[src/common/mitd_regs.svh]
// mitd_regs.svh: opcode encodings and cycle counts for the decoder
// assumes the standard 8051 opcode map
`ifndef MITD_REGS_SVH
`define MITD_REGS_SVH

// ----------------------------------------------------------------------
// opcode encodings with special timing
// ----------------------------------------------------------------------
`define MITD_OP_NOP        8'h00
`define MITD_OP_SPARE      8'ha5
`define MITD_OP_MUL        8'ha4
`define MITD_OP_DIV        8'h84
`define MITD_OP_DP_LOAD    8'h90
`define MITD_OP_DP_INC     8'ha3
`define MITD_OP_CODE_DP    8'h93
`define MITD_OP_CODE_PC    8'h83
`define MITD_OP_JMP_IND    8'h73
`define MITD_OP_RET        8'h22
`define MITD_OP_IRET       8'h32
`define MITD_OP_LONG_CALL      8'h12
`define MITD_OP_LONG_JUMP       8'h02
`define MITD_OP_SHORT_JUMP       8'h80
`define MITD_OP_COMPARE_JUMP_NE_IND0  8'hb6
`define MITD_OP_COMPARE_JUMP_NE_IND1  8'hb7

// ----------------------------------------------------------------------
// cycle counts
// ----------------------------------------------------------------------
`define MITD_CYC_MUL       4'h4
`define MITD_CYC_DIV       4'h8
`define MITD_CYC_RET       4'h5
`define MITD_CYC_XDATA     4'h3

`endif

[src/common/mitd_pkg.sv]
// mitd_pkg.sv: types shared by the instruction timing decoder
// assumes mitd_regs.svh supplies the numeric constants
package mitd_pkg;

	// timing answer for one opcode
	typedef struct packed {
		logic       valid;
		logic [1:0] length;
		logic [3:0] cyc_taken;
		logic [3:0] cyc_not_taken;
		logic       conditional;
		logic       ext_data;
		logic       code_read;
		logic       ext_write;
		logic       rel_offset;
		logic       clears_bit;
	} mitd_info_t;

	typedef enum logic [1:0] {
		MITD_IDLE,
		MITD_HOLD
	} mitd_state_t;

	typedef struct packed {
		mitd_state_t state;
		mitd_info_t  info;
	} mitd_regs_t;

endpackage

[src/hdl/mitd_decoder.sv]
// mitd_decoder.sv: per-opcode byte length and cycle count for the pipeline
// assumes the fetch unit presents one opcode with a one-cycle strobe
`timescale 1ns/1ps
`include "mitd_regs.svh"

// Operation
// RULE_01: external data moves are flagged for routing to program flash
// RULE_02: no external memory bus ports exist; all accesses are on-chip
// RULE_03: add, add-carry, subtract-borrow per operand; multiply 4, divide 8
// RULE_04: AND, OR, XOR into accumulator: register 1, others 2 cycles
// RULE_05: logic to direct: accumulator source 2/2, immediate source 3/3
// RULE_06: accumulator-only ops and simple increments take one byte, one cycle
// RULE_07: moves: register 1, direct/immediate 2, direct-direct 3, indirect 2
// RULE_08: data pointer load is 3 bytes, 3 cycles
// RULE_09: code byte reads are 1 byte, 3 cycles
// RULE_10: all four external data move forms are 1 byte, 3 cycles
// RULE_11: push and pop are 2 bytes, 2 cycles
// RULE_12: exchanges: register 1 cycle, direct 2, indirect 2, nibble 2
// RULE_13: carry ops 1/1; direct bit operations 2 bytes, 2 cycles
// RULE_14: carry and zero jumps are 2 bytes, 2 or 3 cycles
// RULE_15: bit jumps 3 bytes, 3 or 4 cycles; test-clear variant clears
// RULE_16: compare-jump 3 bytes, 3/4 cycles, indirect form 4/5
// RULE_17: decrement-jump register 2 bytes 2/3, direct 3 bytes 3/4
// RULE_18: absolute 2/3, short and indirect jump 3, long 3/4, returns 1/5
// RULE_19: not-taken branch takes one cycle fewer than taken
// RULE_20: relative offsets flagged as signed bytes from next instruction
// RULE_21: the spare opcode decodes exactly like no-operation
// RULE_22: length and taken/not-taken counts presented per fetched opcode
module mitd_decoder (
	input  wire logic                core_clk,
	input  wire logic                rst,
	input  wire logic                op_valid,
	input  wire logic [7:0]          opcode,
	output mitd_pkg::mitd_info_t     info
);

	mitd_pkg::mitd_regs_t r;
	mitd_pkg::mitd_regs_t next_r;

	// ------------------------------------------------------------------
	// decode function
	// ------------------------------------------------------------------
	// the table serves the live answer only; the assertions hold their own expected values
	function automatic mitd_pkg::mitd_info_t decode(input logic [7:0] op);
		mitd_pkg::mitd_info_t d;
		logic [3:0] lo;
		logic [3:0] hi;
		d = '0;
		lo = op[3:0];
		hi = op[7:4];
		d.valid = 1'b1;
		d.length = 2'h1;
		d.cyc_taken = 4'h1;
		if (lo >= 4'h8) begin
			// register forms
			case (hi)
				4'h0, 4'h1, 4'h2, 4'h3, 4'h4, 4'h5, 4'h6, 4'h9,
				4'hc, 4'he, 4'hf: begin
					d.cyc_taken = 4'h1; // RULE_03 RULE_04 RULE_06 RULE_07 RULE_12
				end
				4'h7, 4'ha: begin
					d.length = 2'h2; // RULE_07
					d.cyc_taken = 4'h2;
				end
				4'h8: begin
					d.length = 2'h2;
					d.cyc_taken = 4'h2; // RULE_07
				end
				4'hb: begin
					d.length = 2'h3; // RULE_16
					d.cyc_taken = 4'h4;
					d.conditional = 1'b1;
					d.rel_offset = 1'b1;
				end
				4'hd: begin
					d.length = 2'h2; // RULE_17
					d.cyc_taken = 4'h3;
					d.conditional = 1'b1;
					d.rel_offset = 1'b1;
				end
				default: d.cyc_taken = 4'h1;
			endcase
		end else if (lo == 4'h6 || lo == 4'h7) begin
			// indirect forms
			d.cyc_taken = 4'h2; // RULE_03 RULE_04 RULE_07 RULE_12
			case (hi)
				4'h7, 4'ha: d.length = 2'h2; // RULE_07
				4'h8: d.length = 2'h2;
				4'hb: begin
					d.length = 2'h3; // RULE_16
					d.cyc_taken = 4'h5;
					d.conditional = 1'b1;
					d.rel_offset = 1'b1;
				end
				4'hd: d.cyc_taken = 4'h2; // RULE_12
				// e6/e7 and f6/f7 are plain accumulator moves through an
				// index register; only the x0/x2/x3 codes reach program flash
				4'he, 4'hf: d.cyc_taken = 4'h2; // RULE_07
				default: d.cyc_taken = 4'h2;
			endcase
		end else if (lo == 4'h1) begin
			d.length = 2'h2; // RULE_18
			d.cyc_taken = 4'h3;
		end else begin
			case (op)
				`MITD_OP_NOP, `MITD_OP_SPARE: d.cyc_taken = 4'h1; // RULE_21
				`MITD_OP_LONG_JUMP, `MITD_OP_LONG_CALL: begin
					d.length = 2'h3; // RULE_18
					d.cyc_taken = 4'h4;
				end
				`MITD_OP_RET, `MITD_OP_IRET: d.cyc_taken = `MITD_CYC_RET; // RULE_18
				`MITD_OP_SHORT_JUMP: begin
					d.length = 2'h2; // RULE_18
					d.cyc_taken = 4'h3;
					d.rel_offset = 1'b1; // RULE_20
				end
				`MITD_OP_JMP_IND: d.cyc_taken = 4'h3; // RULE_18
				`MITD_OP_MUL: d.cyc_taken = `MITD_CYC_MUL; // RULE_03
				`MITD_OP_DIV: d.cyc_taken = `MITD_CYC_DIV; // RULE_03
				`MITD_OP_DP_LOAD: begin
					d.length = 2'h3; // RULE_08
					d.cyc_taken = 4'h3;
				end
				`MITD_OP_DP_INC: d.cyc_taken = 4'h1; // RULE_06
				`MITD_OP_CODE_DP, `MITD_OP_CODE_PC: begin
					d.cyc_taken = 4'h3; // RULE_09
					d.code_read = 1'b1; // RULE_01
				end
				8'he0, 8'he2, 8'he3: begin
					d.cyc_taken = `MITD_CYC_XDATA; // RULE_10
					d.ext_data = 1'b1; // RULE_01
				end
				8'hf0, 8'hf2, 8'hf3: begin
					d.cyc_taken = `MITD_CYC_XDATA; // RULE_10
					d.ext_data = 1'b1;
					d.ext_write = 1'b1; // RULE_01
				end
				8'h10, 8'h20, 8'h30: begin
					d.length = 2'h3; // RULE_15
					d.cyc_taken = 4'h4;
					d.conditional = 1'b1;
					d.rel_offset = 1'b1;
					d.clears_bit = (op == 8'h10); // RULE_15
				end
				8'h40, 8'h50, 8'h60, 8'h70: begin
					d.length = 2'h2; // RULE_14
					d.cyc_taken = 4'h3;
					d.conditional = 1'b1;
					d.rel_offset = 1'b1; // RULE_20
				end
				8'hb4, 8'hb5: begin
					d.length = 2'h3; // RULE_16
					d.cyc_taken = 4'h4;
					d.conditional = 1'b1;
					d.rel_offset = 1'b1;
				end
				8'hd5: begin
					d.length = 2'h3; // RULE_17
					d.cyc_taken = 4'h4;
					d.conditional = 1'b1;
					d.rel_offset = 1'b1;
				end
				8'h43, 8'h53, 8'h63: begin
					d.length = 2'h3; // RULE_05
					d.cyc_taken = 4'h3;
				end
				8'h75, 8'h85: begin
					d.length = 2'h3; // RULE_07
					d.cyc_taken = 4'h3;
				end
				// one-byte one-cycle accumulator and carry ops
				8'h03, 8'h04, 8'h13, 8'h14, 8'h23, 8'h33, 8'hc3, 8'hd3,
				8'hb3, 8'hc4, 8'hd4, 8'he4, 8'hf4: begin
					d.cyc_taken = 4'h1; // RULE_06 RULE_13
				end
				default: begin
					// remaining opcodes are two-byte two-cycle
					d.length = 2'h2; // RULE_03 RULE_04 RULE_05 RULE_11 RULE_13
					d.cyc_taken = 4'h2;
				end
			endcase
		end
		// not-taken is one less for conditional branches, same otherwise
		if (d.conditional) begin
			d.cyc_not_taken = d.cyc_taken - 4'h1; // RULE_19
		end else begin
			d.cyc_not_taken = d.cyc_taken;
		end
		return d;
	endfunction

	// ------------------------------------------------------------------
	// next state
	// ------------------------------------------------------------------
	// answer fields held until the next opcode so the sequencer may sample late; valid lasts one cycle
	always_comb begin
		next_r = r;
		next_r.info.valid = 1'b0;
		if (op_valid) begin
			next_r.info = decode(opcode); // RULE_22
			next_r.state = mitd_pkg::MITD_HOLD;
		end else begin
			case (r.state)
				mitd_pkg::MITD_IDLE: next_r.state = mitd_pkg::MITD_IDLE;
				mitd_pkg::MITD_HOLD: next_r.state = mitd_pkg::MITD_HOLD;
				default: next_r.state = mitd_pkg::MITD_IDLE;
			endcase
		end
	end

	// register stage; synchronous reset clears the answer
	always_ff @(posedge core_clk) begin
		if (rst) begin
			r <= '0;
		end else begin
			r <= next_r;
		end
	end

	assign info = r.info; // RULE_02

	// ------------------------------------------------------------------
	// assertions
	// ------------------------------------------------------------------
	property p_answer_follows;
		@(posedge core_clk) disable iff (rst)
		op_valid |=> info.valid;
	endproperty
	a_answer_follows: assert property (p_answer_follows) // RULE_22
		else $error("no answer after opcode");

	property p_not_taken_less;
		@(posedge core_clk) disable iff (rst)
		info.valid && info.conditional |->
			info.cyc_not_taken + 4'h1 == info.cyc_taken &&
			info.cyc_taken >= 4'h3 && info.cyc_taken <= 4'h5 && info.rel_offset;
	endproperty
	a_not_taken_less: assert property (p_not_taken_less) // RULE_19
		else $error("branch not-taken count wrong");

	property p_div_eight;
		@(posedge core_clk) disable iff (rst)
		op_valid && opcode == `MITD_OP_DIV |=> info.cyc_taken == 4'h8;
	endproperty
	a_div_eight: assert property (p_div_eight) // RULE_03
		else $error("divide count wrong");

	property p_xdata_flash;
		@(posedge core_clk) disable iff (rst)
		op_valid && opcode[7:5] == 3'h7 && opcode[3:1] == 3'h1 |=>
			info.ext_data && info.cyc_taken == 4'h3 && info.length == 2'h1;
	endproperty
	a_xdata_flash: assert property (p_xdata_flash) // RULE_10
		else $error("external move not routed");

	property p_spare_nop;
		@(posedge core_clk) disable iff (rst)
		op_valid && opcode == `MITD_OP_SPARE |=>
			info.length == 2'h1 && info.cyc_taken == 4'h1;
	endproperty
	a_spare_nop: assert property (p_spare_nop) // RULE_21
		else $error("spare opcode not nop");

	property p_compare_jump_ne_ind;
		@(posedge core_clk) disable iff (rst)
		op_valid && opcode[7:1] == 7'h5b |=>
			info.cyc_taken == 4'h5 && info.length == 2'h3;
	endproperty
	a_compare_jump_ne_ind: assert property (p_compare_jump_ne_ind) // RULE_16
		else $error("indirect compare-jump wrong");

	property p_return_five;
		@(posedge core_clk) disable iff (rst)
		op_valid && (opcode == `MITD_OP_RET || opcode == `MITD_OP_IRET) |=>
			info.cyc_taken == 4'h5;
	endproperty
	a_return_five: assert property (p_return_five) // RULE_18
		else $error("return count wrong");

	property p_reg_add;
		@(posedge core_clk) disable iff (rst)
		op_valid && opcode[7:5] == 3'h1 && opcode[3] |=>
			info.cyc_taken == 4'h1 && info.length == 2'h1;
	endproperty
	a_reg_add: assert property (p_reg_add) // RULE_03
		else $error("register add count wrong");

	property p_dp_load;
		@(posedge core_clk) disable iff (rst)
		op_valid && opcode == `MITD_OP_DP_LOAD |=>
			info.length == 2'h3 ##0 info.cyc_taken == 4'h3;
	endproperty
	a_dp_load: assert property (p_dp_load) // RULE_08
		else $error("pointer load wrong");

	// an indirect plain move must not be mistaken for a flash access
	property p_ind_move;
		@(posedge core_clk) disable iff (rst)
		op_valid && opcode[7:5] == 3'h7 && opcode[3:1] == 3'h3 |=>
			!info.ext_data && info.cyc_taken == 4'h2 && info.length == 2'h1;
	endproperty
	a_ind_move: assert property (p_ind_move) // RULE_07
		else $error("indirect move misrouted");

	property p_bit_clear_jump;
		@(posedge core_clk) disable iff (rst)
		op_valid && opcode == 8'h10 |=>
			info.clears_bit && info.conditional && info.length == 2'h3;
	endproperty
	a_bit_clear_jump: assert property (p_bit_clear_jump) // RULE_15
		else $error("test-clear jump wrong");

endmodule

[config.mk]
export PLATFORM = sky130hd
export DESIGN_NAME = mitd_decoder
export DESIGN_NICKNAME = d
export VERILOG_FILES = /design/src/common/mitd_pkg.sv /design/src/hdl/mitd_decoder.sv
export VERILOG_INCLUDE_DIRS = /design/src /design/src/common
export SDC_FILE = /design/constraint.sdc
export NUM_CORES = 1
export LEC_CHECK = 0
export BUFFER_PORTS_ARGS = -buffer_cell sky130_fd_sc_hd__buf_2
export CORE_MARGIN = 4
export CORE_UTILIZATION = 54
export DETAILED_ROUTE_END_ITERATION = 6
export GPL_ROUTABILITY_DRIVEN = 0
export GPL_TIMING_DRIVEN = 0
export PLACE_DENSITY = 0.82
export SLEW_MARGIN = 20
export SYNTH_ARGS = -nofsm -noshare
export SYNTH_HDL_FRONTEND = slang
export SYNTH_SLANG_ARGS = --single-unit
[constraint.sdc]
create_clock -name core_clk -period 2.6 [get_ports core_clk]
set_input_delay 0.26 -clock core_clk [delete_from_list [all_inputs] [get_ports core_clk]]
set_output_delay 0.26 -clock core_clk [all_outputs]
set_load 0.05 [all_outputs]
* After elaboration in Yosys (flattened, before gate mapping)
Cells that the tools add are included.
Widths: inputs -> output; s select.
** Word-level totals
- Input port bits :: 11
- Bits in registers :: 17
- Word-level logic and storage cells :: 126
** Operators by class
- Muxes and demuxes :: 30
- Reduce and logical (&&, ||, !) cells :: 19
- $add $sub $neg :: 1
- Magnitude comparators :: 1
- Equal/unequal tests :: 65
** Operators by type and width (count)
- $eq 8x8->1 const B :: 25
- $eq 8x7->1 const B :: 9
- $eq 8x6->1 const B :: 6
- $eq 4x4->1 const B :: 8
- $eq 8x5->1 const B :: 4
- $mux 6 :: 5
- $reduce_or 29->1 :: 1
- $eq 4x3->1 const B :: 6
- $reduce_or 11->1 :: 2
- $pmux 4 s5 :: 1
- $reduce_or 20->1 :: 1
- $mux 17 :: 1
- $eq 8x2->1 const B :: 2
- $pmux 4 s4 :: 1
- $reduce_or 16->1 :: 1
- $mux 1 :: 15
- $reduce_or 14->1 :: 1
- $pmux 2 s2 :: 3
- $reduce_or 10->1 :: 1
- $mux 3 :: 3
- $reduce_or 3->1 :: 3
- $reduce_or 9->1 :: 1
- $eq 4x1->1 const B :: 2
- $eq 4x2->1 const B :: 2
- other kinds (10) :: 12

* Longest topological paths before layout
- Depth in word-level cells :: 10
- Gate-level depth with buffers :: 11
- Depth with buffers taken out :: 9

* Least setup slack after synthesis
OpenSTA, ideal clock, no wires.
- Kind :: in2reg
- From :: in opcode[0]
- To :: reg r (netlist bit info[7])
- Stages on the path :: 9
- Library setup time :: 0.079 ns
- Arrival time :: 2.181 ns
- Path slack :: 0.339 ns
- Path buffers :: 1
- Data required time :: 2.521 ns
- Path through :: buf_6 or4_4 nor3b_1 o21ai_0 o2111ai_1 o21bai_1 ha_1 mux2_4 a211oi_2
** Between the ends
- Word-level cells in the longest chain between the ends :: 9
** Ends and longest elaborated chain
- start: declaration :: RTL line mitd_decoder.sv:33 : input wire logic [7:0] opcode,
- $eq 8x8->1 (tied with other cells) :: RTL line mitd_decoder.sv:105 : case (op)
- $reduce_or 20->1 (no line) (tied with other cells)
- $pmux 4 s5 :: RTL line mitd_decoder.sv:105
- $mux 6 :: RTL line mitd_decoder.sv:101 : end else if (lo == 4'h1) begin
- $mux 6 :: RTL line mitd_decoder.sv:83 : end else if (lo == 4'h6 || lo == 4'h7) begin
- $mux 6 :: RTL line mitd_decoder.sv:54 : if (lo >= 4'h8) begin
- $mux 6 :: RTL line mitd_decoder.sv:199 : if (op_valid) begin
- $sub 4x1->4 :: RTL line mitd_decoder.sv:185 : d.cyc_not_taken = d.cyc_taken - 4'h1;
- $mux 4 * :: RTL line mitd_decoder.sv:184 : if (d.conditional) begin
- end signal: assignment :: RTL line mitd_decoder.sv:216 : r <= next_r;
- end: declaration :: RTL line mitd_decoder.sv:37 : mitd_pkg::mitd_regs_t r;
Mark *: on every way between the ends. The rest lies on a longest branch, timed or not. The select of a mux whose other input is x is not followed.
A chain may end at the register's enable or synchronous reset.

* Final worst setup path
- From :: in opcode[2]
- To :: reg r (netlist bit info[7])
Same word-level chain as after synthesis.

==> impl_metrics.prom <==
# TYPE chip_impl_metric gauge
chip_impl_info{name="run_status",value="completed"} 1
chip_impl_metric{name="grt_pass1_wl",unit="µm"} 5851
chip_impl_metric{name="clock-skew-final",unit="ps"} 0
chip_impl_metric{name="globalRoute.totalOverflow",unit=""} 0
chip_impl_info{name="rsz_0062_raised_after_global_routing",value="false"} 1
chip_impl_info{name="largest-register",value="info"} 1
chip_impl_metric{name="min_delay_path_depth",unit=""} 2
chip_impl_metric{name="worst-endpoint-required",unit="ps"} 2820
chip_impl_info{name="criticalPathCategory",value="input pin to register"} 1
chip_impl_metric{name="die_w",unit="µm"} 58.83
chip_impl_metric{name="drive_above_1_share",unit="%"} 29.29
chip_impl_metric{name="layout_worst_path_cycle_share",unit="%"} 94.71
chip_impl_metric{name="total_leakage_power",unit="nW"} 0.6515
chip_impl_info{name="layout.cells.most_common_list",value="buf_2 (30), nand2_1 (19), dfxtp_1 (17), nor2_1 (14), nor3_1 (9)"} 1
chip_impl_metric{name="synth-edff-count",unit=""} 0
chip_impl_metric{name="instances_no_fill",unit=""} 228
chip_impl_metric{name="drt.antenna.violating_nets",unit=""} 0
chip_impl_info{name="reg2reg_end",value="info[15]"} 1
chip_impl_metric{name="num_rows",unit=""} 18
chip_impl_info{name="tritoncts_clock_tree",value="done"} 1
chip_impl_metric{name="hold_buffers",unit=""} 0
chip_impl_metric{name="cts_setup_buffers",unit=""} 0
chip_impl_metric{name="total_iterations_of_the_first_detailed_routing_run",unit=""} 4
chip_impl_metric{name="fin_hold_ws",unit="ps"} 167.5
chip_impl_metric{name="finalMaxSlewViolations",unit=""} 0
chip_impl_metric{name="largest_net_degree_at_the_start_of_global_routing",unit=""} 11
chip_impl_info{name="rr_startpoint",value="info[15]"} 1
chip_impl_metric{name="dpl_cell_area",unit="mm²"} 0.001563
chip_impl_metric{name="cts_htree_levels",unit=""} 1
chip_impl_metric{name="synthesis.area_per_instance",unit="µm²"} 8.304
chip_impl_info{name="reg.largest.list",value="info x17"} 1
chip_impl_info{name="setup.worst_path.end_class",value="register"} 1
chip_impl_metric{name="postSynth.asyncResetShare",unit="%"} 0
chip_impl_info{name="synth_ff_type",value="dfxtp_1"} 1
chip_impl_metric{name="stdcell_area",unit="mm²"} 0.001589
chip_impl_metric{name="clkSlewWorstSetupHoldPaths",unit="ps"} 100
chip_impl_metric{name="preCtsSetupSlack",unit="ps"} -67.83
chip_impl_metric{name="maxCapViolations",unit=""} 0
chip_impl_metric{name="grt_antenna_before_repair",unit=""} 0
chip_impl_info{name="hold_class",value="input pin to register"} 1
chip_impl_info{name="worstHoldStart",value="rst"} 1
chip_impl_info{name="min_to",value="info[15]"} 1
chip_impl_metric{name="worst_slew_margin",unit="%"} 46.59
chip_impl_metric{name="design.portCount",unit=""} 28
chip_impl_metric{name="avgViaCountPerCell",unit=""} 6.294
chip_impl_info{name="clock-root-buffer",value="clkbuf_4"} 1
chip_impl_metric{name="finalWirelength",unit="µm"} 3663
chip_impl_metric{name="crit_path_max_fanout",unit=""} 10
chip_impl_metric{name="synth_warnings",unit=""} 0
chip_impl_metric{name="post_cts_resize_count",unit=""} 0
chip_impl_metric{name="routed-via-count",unit=""} 1435
chip_impl_metric{name="dp.final_hpwl",unit="µm"} 2807
chip_impl_metric{name="power_density",unit="mW/mm²"} 404.2
chip_impl_metric{name="grt_pass1_vias",unit=""} 1248
chip_impl_metric{name="buffer_ports.inserted",unit=""} 26
chip_impl_metric{name="ir_worst_vdd",unit="mV"} 0.3414
chip_impl_metric{name="data_arrival_time_at_the_worst_slack_endpoint",unit="ps"} 2690
chip_impl_metric{name="synth_cells",unit=""} 168
chip_impl_metric{name="syn_area",unit="mm²"} 0.001395
chip_impl_metric{name="ff2ff_path_depth",unit=""} 2
chip_impl_metric{name="fmaxAchievable",unit="GHz"} 0.4061
chip_impl_metric{name="start_util",unit="%"} 56.31
chip_impl_metric{name="fp.dieArea",unit="mm²"} 0.003461
chip_impl_metric{name="worstSkewPairLatency",unit="ps"} 290
chip_impl_metric{name="ff2ff_setup_slack",unit="ps"} 1890
chip_impl_metric{name="num_antenna_cells",unit=""} 0
chip_impl_metric{name="cts_buffers",unit=""} 3
chip_impl_metric{name="numPlacedInstances",unit=""} 224
chip_impl_metric{name="final_period_minus_worst_setup_slack",unit="ps"} 2463
chip_impl_metric{name="signed_area_change_from_the_synthesized_netlist_to_the_final_layout",unit="%"} 13.90
chip_impl_metric{name="mappedNetlistNets",unit=""} 180
chip_impl_metric{name="finalSetupTns",unit="ps"} 0
chip_impl_metric{name="finalSetupViolCount",unit=""} 0
chip_impl_metric{name="finalHoldViolations",unit=""} 0
chip_impl_metric{name="setup_ws",unit="ps"} 137.4
chip_impl_metric{name="detail_route.iter0.violations",unit=""} 69
chip_impl_metric{name="placeableCoreArea",unit="mm²"} 0.002477
chip_impl_metric{name="largest_register_ffs",unit=""} 17
chip_impl_metric{name="cts.path.max_buffers",unit=""} 2
chip_impl_metric{name="drc",unit=""} 0
chip_impl_metric{name="global_route.usage.total",unit="%"} 21.82
chip_impl_metric{name="chipHeight",unit="µm"} 58.83
chip_impl_metric{name="ys_seq_elements",unit=""} 17
chip_impl_metric{name="clock_sinks",unit=""} 17
chip_impl_metric{name="fillerInstances",unit=""} 221
chip_impl_metric{name="yosysUniqueCellTypes",unit=""} 60
chip_impl_metric{name="synth_seq_area_share",unit="%"} 24.39
chip_impl_info{name="crit_path_start_kind",value="input pin"} 1
chip_impl_metric{name="max_slew.worst_pin.slew",unit="ps"} 790.0
chip_impl_info{name="most_common_cell_after_layout_fill_and_taps_aside",value="buf_2"} 1
chip_impl_metric{name="num-nets-final",unit=""} 211
chip_impl_metric{name="routedWlPerCell",unit="µm"} 16.07
## cell families after synthesis
family          synth area share (%)
xor+xnor                       1.884
simple gates                   33.72
compound gates                 27.89
mux                            2.511
buf+inv                        8.699
flops                          24.39
fa+ha+maj                     0.8967
## critical path, stage by stage
cell	delay, ps
buf_2	120
buf_4	170
nor4b_1	640
a21boi_0	340
a21oi_1	130
nand3_1	140
o21bai_1	100
ha_1	310
mux2_4	260
a211oi_2	220
## layout make-up
class | instances | area, µm² | area share (%)
buffer | 14 | 102.6 | 6.457
clock buffer | 4 | 26.28 | 1.654
inverter | 5 | 18.77 | 1.181
multi-input combinational | 132 | 933.4 | 58.74
sequential | 17 | 340.3 | 21.42
tap | 30 | 37.54 | 2.362
timing repair buffer | 26 | 130.1 | 8.189
## through the flow
| step | util [%] | total power, W |
|---|---|---|
| 6_report | 64.14 | 0.0006423 |
| 5_1_grt | 64.14 | 0.0006729 |
| 4_1_cts | 64.14 | 0.0006419 |
| 3_5_place_dp | 63.08 | 0.0004989 |
| 3_3_place_gp | 63.08 | 0.0004931 |
| 2_1_floorplan | - | 0.0004491 |
## worst max path at each step
stage	from	end	slack, ps	cells past startpoint
after floorplan	opcode[0]	info[7]	340	9
after global placement	opcode[0]	info[7]	-60	10
after detailed placement	opcode[0]	info[7]	-70	10
after CTS	opcode[0]	info[7]	230	10
after global routing	opcode[2]	info[7]	40	10
final	opcode[2]	info[7]	140	10
## layer usage
layer	wire length, µm	part of all wire, %	GRT usage (%)	vias to the layer above
met5	0	0	0	-
met4	113	3.1	8.738	0
met3	338	9.2	4.825	15
met2	1686	46	34.23	84
met1	1524	42	28.92	653
li1	-	-	-	683
## power by group
| group | switching, W | internal, W |
|---|---|---|
| clock | 0.0000864 | 0.0000598 |
| sequential | 0.00000583 | 0.000273 |
| combinational | 0.000142 | 0.0000755 |
| total | 0.000234 | 0.000409 |
## synth_stat cells, types with 2 or more instances
master / count / area, µm²
a211oi_1: 4 / 30.03
a211oi_2: 2 / 25.02
a21boi_0: 2 / 15.01
a21oi_1: 7 / 35.03
a32oi_1: 3 / 26.28
buf_2: 4 / 20.02
buf_4: 4 / 30.03
buf_6: 4 / 45.04
clkbuf_1: 2 / 7.510
dfxtp_1: 17 / 340.3
inv_1: 4 / 15.01
mux2i_1: 2 / 20.02
nand2_1: 19 / 71.32
nand2b_1: 2 / 12.51
nand3_1: 6 / 30.03
nand4bb_1: 2 / 22.52
nor2_1: 14 / 52.55
nor2b_1: 3 / 18.77
nor3_1: 9 / 45.04
nor3b_1: 3 / 22.52
nor4b_1: 2 / 17.52
o21a_1: 3 / 22.52
o21ai_0: 8 / 40.04
o21ai_1: 2 / 10.01
or3_1: 3 / 18.77
or4_1: 2 / 15.01
xnor2_1: 2 / 17.52
(Power assumes the default switching activity.)
